**src/core/hsp_pkg.sv**
```systemverilog
// package for the high-speed port routing and status register bank
// assumes a 32-bit register port with byte offsets from the controller base
package hsp_pkg;
   localparam int          NUM_PORTS       = 4;
   localparam logic [7:0]  OFS_PORT_SC     = 8'h50;
   localparam logic [7:0]  OFS_ROUTING     = 8'h4C;
   // field positions inside port_status_control
   localparam int          B_CONN_STAT     = 0;
   localparam int          B_CONN_CHG      = 1;
   localparam int          B_PORT_EN       = 2;
   localparam int          B_EN_CHG        = 3;
   localparam int          B_OC_ACT        = 4;
   localparam int          B_OC_CHG        = 5;
   localparam int          B_FORCE_RES     = 6;
   localparam int          B_SUSPEND       = 7;
   localparam int          B_PORT_RESET    = 8;
   localparam int          B_LINE_LO       = 10;
   localparam int          B_POWER         = 12;
   localparam int          B_OWNER         = 13;
   localparam int          B_IND_LO        = 14;
   localparam int          B_TEST_LO       = 16;
   localparam int          B_WAKE_CONN     = 20;
   localparam int          B_WAKE_DISC     = 21;
   localparam int          B_WAKE_OC       = 22;
   localparam int          B_ROUTE_FLAG    = 0;
   // reset values, test code limit and idle read data
   localparam logic        RST_OWNER       = 1'b1;
   localparam logic        RST_ROUTE_FLAG  = 1'b0;
   localparam logic [3:0]  TEST_NORMAL     = 4'h0;
   localparam logic [3:0]  TEST_MAX_LEGAL  = 4'h5;
   localparam logic [31:0] READ_ZERO       = 32'h0000_0000;

   typedef struct packed {
      logic       connect;
      logic       overcurrent;
      logic [1:0] line_state;
   } hsp_pin_in_t;

   typedef struct packed {
      logic       owner_companion;
      logic       power;
      logic       enabled;
      logic       suspend;
      logic       force_resume;
      logic [3:0] test_mode;
      logic [2:0] wake_enable;
   } hsp_port_out_t;

   typedef struct packed {
      logic [2:0] wake;
      logic [3:0] test;
      logic       owner;
      logic       power;
      logic       suspend;
      logic       force_resume;
      logic       en_chg;
      logic       enabled;
      logic       conn_chg;
      logic       oc_chg;
   } hsp_port_reg_t;
endpackage

```
**src/core/hsp_port_bank.sv**
```systemverilog
// port routing flag and per-port status/control registers of the root hub
// assumes port pins are asynchronous and hc_reset_i is a same-clock pulse
//
// What this block does
// flag zero routes ports to companion controllers
// flag one routes ports to this controller
// software sets flag after all other setup
// port register at 50h plus four per port
// port registers cleared only by power-up, controller reset
// after reset ports disconnected and disabled
// port state writes ignored until power set
// software waits 20 ms for stable power
// three wake enables default zero, gate wake events
// test control zero normal, 1-5 modes, rest reserved
// flag change reassigns every port owner immediately
`timescale 1ns/1ps
module hsp_port_bank (
   // clock and resets
   input  wire logic                                        clk_sys_i,
   input  wire logic                                        rstn_i,
   input  wire logic                                        hc_reset_i,
   // register port
   input  wire logic                                        reg_wr_i,
   input  wire logic                                        reg_rd_i,
   input  wire logic [7:0]                                  reg_addr_i,
   input  wire logic [31:0]                                 reg_wdata_i,
   output logic      [31:0]                                 reg_rdata_o,
   output logic                                             reg_rvalid_o,
   // root port pins
   input  wire hsp_pkg::hsp_pin_in_t  [hsp_pkg::NUM_PORTS-1:0] pin_i,
   output hsp_pkg::hsp_port_out_t     [hsp_pkg::NUM_PORTS-1:0] port_o,
   output logic                       [hsp_pkg::NUM_PORTS-1:0] wake_event_o
);
   import hsp_pkg::*;

   hsp_pin_in_t   [NUM_PORTS-1:0] pin_s1_q, pin_s2_q, pin_prev_q;
   hsp_port_reg_t [NUM_PORTS-1:0] prt_q, prt_d;
   hsp_port_out_t [NUM_PORTS-1:0] out_q, out_d;
   logic          [NUM_PORTS-1:0] wake_q, wake_d;
   logic                          flag_q, flag_d;
   logic          [31:0]          rdata_q, rdata_d;
   logic                          rvalid_q, rvalid_d;

   // two-flop synchronisers; stage one feeds stage two only
   always_ff @(posedge clk_sys_i or negedge rstn_i) begin
      if (!rstn_i) begin
         pin_s1_q   <= '0;
         pin_s2_q   <= '0;
         pin_prev_q <= '0;
      end else begin
         pin_s1_q   <= pin_i;
         pin_s2_q   <= pin_s1_q;
         pin_prev_q <= pin_s2_q;
      end
   end

   function automatic logic [31:0] port_word(input hsp_port_reg_t r, input hsp_pin_in_t p);
      logic [31:0] w;
      w                               = READ_ZERO;
      w[B_CONN_STAT]                  = p.connect;
      w[B_CONN_CHG]                   = r.conn_chg;
      w[B_PORT_EN]                    = r.enabled;
      w[B_EN_CHG]                     = r.en_chg;
      w[B_OC_ACT]                     = p.overcurrent;
      w[B_OC_CHG]                     = r.oc_chg;
      w[B_FORCE_RES]                  = r.force_resume;
      w[B_SUSPEND]                    = r.suspend;
      w[B_LINE_LO +: 2]               = p.line_state;
      w[B_POWER]                      = r.power;
      w[B_OWNER]                      = r.owner;
      w[B_TEST_LO +: 4]               = r.test;
      w[B_WAKE_CONN]                  = r.wake[0];
      w[B_WAKE_DISC]                  = r.wake[1];
      w[B_WAKE_OC]                    = r.wake[2];
      return w;
   endfunction

   always_comb begin
      logic       hit;
      logic       conn_rise;
      logic       conn_fall;
      logic       oc_rise;
      logic       en_drop;
      logic [3:0] tst;
      hit       = 1'b0;
      conn_rise = 1'b0;
      conn_fall = 1'b0;
      oc_rise   = 1'b0;
      en_drop   = 1'b0;
      tst       = TEST_NORMAL;
      prt_d     = prt_q;
      flag_d    = flag_q;
      rdata_d   = READ_ZERO;
      rvalid_d  = reg_rd_i;
      wake_d    = '0;

      if (reg_wr_i && reg_addr_i == OFS_ROUTING)
         flag_d = reg_wdata_i[B_ROUTE_FLAG];
      if (reg_rd_i && reg_addr_i == OFS_ROUTING)
         rdata_d[B_ROUTE_FLAG] = flag_q;

      for (int i = 0; i < NUM_PORTS; i++) begin
         hit = reg_addr_i == OFS_PORT_SC + 8'(4 * i);
         if (reg_rd_i && hit)
            rdata_d = port_word(prt_q[i], pin_s2_q[i]);
         conn_rise = pin_s2_q[i].connect && !pin_prev_q[i].connect;
         conn_fall = !pin_s2_q[i].connect && pin_prev_q[i].connect;
         oc_rise   = pin_s2_q[i].overcurrent != pin_prev_q[i].overcurrent;

         if (reg_wr_i && hit) begin
            prt_d[i].power = reg_wdata_i[B_POWER];
            prt_d[i].owner = reg_wdata_i[B_OWNER];
            prt_d[i].wake  = {reg_wdata_i[B_WAKE_OC], reg_wdata_i[B_WAKE_DISC],
                              reg_wdata_i[B_WAKE_CONN]};
            // unpowered port keeps its state; only power, owner and the wake enables move
            if (prt_q[i].power) begin
               prt_d[i].suspend      = reg_wdata_i[B_SUSPEND];
               prt_d[i].force_resume = reg_wdata_i[B_FORCE_RES];
               // software may only disable; no logic in this block ever sets enable
               if (!reg_wdata_i[B_PORT_EN])
                  prt_d[i].enabled = 1'b0;
               if (reg_wdata_i[B_CONN_CHG])
                  prt_d[i].conn_chg = 1'b0;
               if (reg_wdata_i[B_EN_CHG])
                  prt_d[i].en_chg = 1'b0;
               if (reg_wdata_i[B_OC_CHG])
                  prt_d[i].oc_chg = 1'b0;
               tst = reg_wdata_i[B_TEST_LO +: 4];
               // reserved codes are dropped, previous mode kept
               if (tst <= TEST_MAX_LEGAL)
                  prt_d[i].test = tst;
            end
         end

         // hardware events set after the clear so the set wins
         en_drop = prt_q[i].enabled && (conn_fall || pin_s2_q[i].overcurrent);
         if (conn_rise || conn_fall)
            prt_d[i].conn_chg = 1'b1;
         if (oc_rise)
            prt_d[i].oc_chg = 1'b1;
         if (en_drop) begin
            prt_d[i].enabled = 1'b0;
            prt_d[i].en_chg  = 1'b1;
         end
         wake_d[i] = prt_q[i].suspend && ((prt_q[i].wake[0] && conn_rise) ||
                     (prt_q[i].wake[1] && conn_fall) ||
                     (prt_q[i].wake[2] && oc_rise && pin_s2_q[i].overcurrent));

         // flag edge reroutes all ports at once
         if (flag_d != flag_q)
            prt_d[i].owner = !flag_d;
      end

      if (hc_reset_i) begin
         flag_d = RST_ROUTE_FLAG;
         for (int i = 0; i < NUM_PORTS; i++) begin
            prt_d[i]       = '0;
            prt_d[i].owner = RST_OWNER;
         end
      end

      for (int i = 0; i < NUM_PORTS; i++) begin
         out_d[i].owner_companion = prt_d[i].owner;
         out_d[i].power           = prt_d[i].power;
         out_d[i].enabled         = prt_d[i].enabled;
         out_d[i].suspend         = prt_d[i].suspend;
         out_d[i].force_resume    = prt_d[i].force_resume;
         out_d[i].test_mode       = prt_d[i].test;
         out_d[i].wake_enable     = prt_d[i].wake;
      end
   end

   // only power-up reset is asynchronous; controller reset arrives synchronously through prt_d
   always_ff @(posedge clk_sys_i or negedge rstn_i) begin
      if (!rstn_i) begin
         for (int i = 0; i < NUM_PORTS; i++) begin
            prt_q[i]                 <= '0;
            prt_q[i].owner           <= RST_OWNER;
            out_q[i]                 <= '0;
            out_q[i].owner_companion <= RST_OWNER;
         end
         flag_q   <= RST_ROUTE_FLAG;
         wake_q   <= '0;
         rdata_q  <= READ_ZERO;
         rvalid_q <= 1'b0;
      end else begin
         prt_q    <= prt_d;
         out_q    <= out_d;
         flag_q   <= flag_d;
         wake_q   <= wake_d;
         rdata_q  <= rdata_d;
         rvalid_q <= rvalid_d;
      end
   end

   assign reg_rdata_o  = rdata_q;
   assign reg_rvalid_o = rvalid_q;
   assign port_o       = out_q;
   assign wake_event_o = wake_q;
endmodule // hsp_port_bank

```
**config.mk**
```make
export PLATFORM = sky130hd
export DESIGN_NAME = hsp_port_bank
export DESIGN_NICKNAME = d
export VERILOG_FILES = /design/src/core/hsp_pkg.sv /design/src/core/hsp_port_bank.sv
export SDC_FILE = /design/constraint.sdc
export NUM_CORES = 1
export LEC_CHECK = 0
export BUFFER_PORTS_ARGS = -buffer_cell sky130_fd_sc_hd__buf_2
export CAP_MARGIN = 20
export CORE_ASPECT_RATIO = 1.75
export CORE_MARGIN = 5
export CORE_UTILIZATION = 57
export CTS_CLUSTER_DIAMETER = 60
export DETAILED_ROUTE_END_ITERATION = 12
export PLACE_DENSITY = 0.86
export SYNTH_ARGS = -nofsm -noshare
export SYNTH_HDL_FRONTEND = slang
export SYNTH_SLANG_ARGS = --single-unit
```
**constraint.sdc**
```tcl
create_clock -name clk_sys_i -period 2.8 [get_ports clk_sys_i]
set_clock_uncertainty 0.05 [all_clocks]
set_input_delay 0.14 -clock clk_sys_i [delete_from_list [all_inputs] [get_ports clk_sys_i]]
set_output_delay 0.14 -clock clk_sys_i [all_outputs]
set_load 0.005 [all_outputs]
```
==> flow_summary.yaml <==
synth:
  synthTopCellsByArea: "dfrtp_1, buf_4, mux4_2"
  async_flop_share: 1.000
  ys_ff_latch: 115
  syn_avg_cell_area_um2: 12.27
  synth.cell_area_um2: 5409
  synth_flop_cell: "dfrtp_1"
  ys_warn_count: 0
  synthDistinctLibCells: 51
  synthTopCellsByCount: "dfrtp_1, buf_4, nor2_1"
  yosys.area.top_type: "dfrtp_1"
  syn_inst: 441
  synth_top_area_frac: 0.5135
  synth_most_common_cell: "dfrtp_1"
  synth-edff-count: 0
  ys_seq_area_frac: 0.5330
layout:
  area_growth_pct: 23.04
  layout-drive-gt1-share: 0.3345
  post_layout_nonfiller_instances: 681
  antenna_cells: 0
  fillers: 655
  finish.utilization: 0.7118
  nNetsFinal: 615
detailed_routing:
  drc: 0
  wirelength_mm: 13.08
  drt_iter0_drc: 292
  wire_per_inst_um: 19.20
  ant_nets: 0
  via_per_inst: 5.549
  first_pass_iters: 4
  vias: 3779
timing:
  fin_crit_ns: 2.139
  setup_slack_ns: 0.6606
  rsz0062_at_grt: "false"
  fin_crit_sh: 0.7641
  worstMarginPinSlew_ns: 0.7574
  tns_ns: 0
  maxSlewViolCount: 0
  hold_viol_final: 0
  relSlewSlack: 0.4951
  finalSetupViolations: 0
  fmax_mhz: 467.4
floorplan:
  fp.dieW_um: 83.64
  start_util: 0.5785
  core_area_um2: 9350
  die_h_um: 138.9
  pin_count: 146
  fp.dieArea_um2: 11610
  std_cell_rows: 47
setup_path:
  cp_data_required_time_ns: 3.03
  crit_path_start_kind: "primary input"
  path_max_fanout: 9
  critical_path_class: "primary input to register"
  end_kind: "register"
  r2r_cells: 4
  arrival_ns: 2.37
placed_design:
  dp.final_hpwl_mm: 8.683
  gp_congestion: 0.8792
  pre_cts_slack_ns: 0.4406
  port_buffers: 108
  dpl.cell_count: 619
cts:
  cts_buffers: 17
  cts_tree: "done"
  clock-sinks: 115
  clk_pin_slew_ns: 0.06
  htree_levels: 4
  cts_buffer_depth: 2
  postCtsSetupRepairBufs: 0
  clk_latency_ns: 0.41
  cts_root_buf: "clkbuf_16"
  post_cts_resize_count: 0
  ctsHoldBuffers: 30
grt:
  grt_pass1_wl_mm: 21.24
  first_global_vias: 4127
  antenna_found_initial: 0
  grtUsageTotal: 0.2372
  grt_max_degree: 59
  grt_remaining_overflow: 0
outcome:
  status: "completed"
hold_path:
  min_path_type: "primary input to register"
  min_path_cells: 3
power:
  total_power_mw: 4.354
  powerDensity_nw_per_um2: 654.3
  leakagePower_nw: 3.174
  irDropWorstVdd_mv: 0.5886
flow_run:
  max_cap_violations: 0
-- registers in the layout (all words and copies together) (netlist names) --
name,cells
pin_s2_q,16
flag_q,1
prt_q,8
reg_rdata_o,17
pin_s1_q,16
wake_event_o,4
pin_prev_q,8
port_o,44
reg_rvalid_o,1
-- area by class of cell --
type                    instances  area, µm²  share of cell area
flip-flops and latches        115       2883              0.4332
multi-input cells             244       1953              0.2935
repair buffers                150      945.9              0.1421
clock buffers                  17      425.4             0.06392
clock inverters                15      227.7             0.03422
well taps                     122      152.6             0.02294
inverters                      18      67.56             0.01015
-- worst paths after layout --
kind                                       endpoint                    from  slack, ns
setup / recovery             port_o[41]$_DFFE_PN0P_           reg_addr_i[4]       0.66
max in group asynchronous  reg_rdata_o[7]$_DFF_PN0_                  rstn_i       1.66
hold reg to reg              pin_s2_q[10]$_DFF_PN0_  pin_s1_q[10]$_DFF_PN0_       0.30
hold / removal                prt_q[30]$_DFFE_PN0P_          reg_wdata_i[5]       0.05
setup reg to reg              port_o[4]$_DFFE_PN0P_  port_o[10]$_DFFE_PN0P_       0.76
min in group asynchronous    port_o[22]$_DFFE_PN0P_                  rstn_i       0.30
-- critical path, stage by stage --
cell,delay [ns]
dlygate4sd3_1,0.53
buf_2,0.16
nand2_1,0.37
or4_1,0.78
o21ai_0,0.29
a21oi_1,0.10
-- where the power goes --
| group | internal, mW | switching (mW) | total (mW) |
|---|---|---|---|
| Clock | 1.59 | 0.784 | 2.37 |
| Sequential | 1.71 | 0.0237 | 1.73 |
| Combinational | 0.111 | 0.145 | 0.256 |
| Total | 3.40 | 0.953 | 4.35 |
-- metal layers --
| metal | wire length, µm | track usage | up-vias |
|---|---|---|---|
| met5 | 0 | 0 | - |
| met2 | 7257 | 0.4184 | 171 |
| met1 | 4466 | 0.2433 | 1907 |
| met4 | 517 | 0.1449 | 0 |
| met3 | 836 | 0.06897 | 43 |
| li1 | - | - | 1658 |
-- cell usage in the layout, fill, tap and decap left out, types with 8 or more instances in the layout --
| master | instances |
|---|---|
| nand2b_1 | 9 |
| clkbuf_16 | 17 |
| buf_4 | 12 |
| dlygate4sd3_1 | 30 |
| nor2_1 | 29 |
| a21oi_1 | 18 |
| conb_1 | 19 |
| nand2_1 | 16 |
| nor2b_1 | 18 |
| mux4_2 | 16 |
| ha_1 | 8 |
| dfrtp_1 | 111 |
| mux2i_1 | 28 |
| buf_2 | 107 |
| inv_1 | 18 |
-- cell families (layout without fill, tap and decap cells) --
logic type / count (synthesis) / after routing / synth area share
buf+inv: 100 / 200 / 0.1184
other cells: 1 / 19 / 0.0006933
flops: 115 / 115 / 0.5330
compound gates: 55 / 55 / 0.06801
simple gates: 113 / 113 / 0.1349
fa+ha+maj: 8 / 8 / 0.01851
mux: 44 / 44 / 0.1184
xor+xnor: 5 / 5 / 0.008096
-- stage by stage --
| stage | area, µm² | hold WS [ns] |
|---|---|---|
| 5_1_grt | 6655 | 0.06298 |
| 6_report | 6655 | 0.05211 |
| 2_1_floorplan | 5477 | -0.2056 |
| 3_5_place_dp | 5702 | 0.1993 |
| 4_1_cts | 6655 | 0.03795 |
| 3_3_place_gp | 5702 | 0.1980 |
Note: power is estimated with default switching activity, not from simulation.
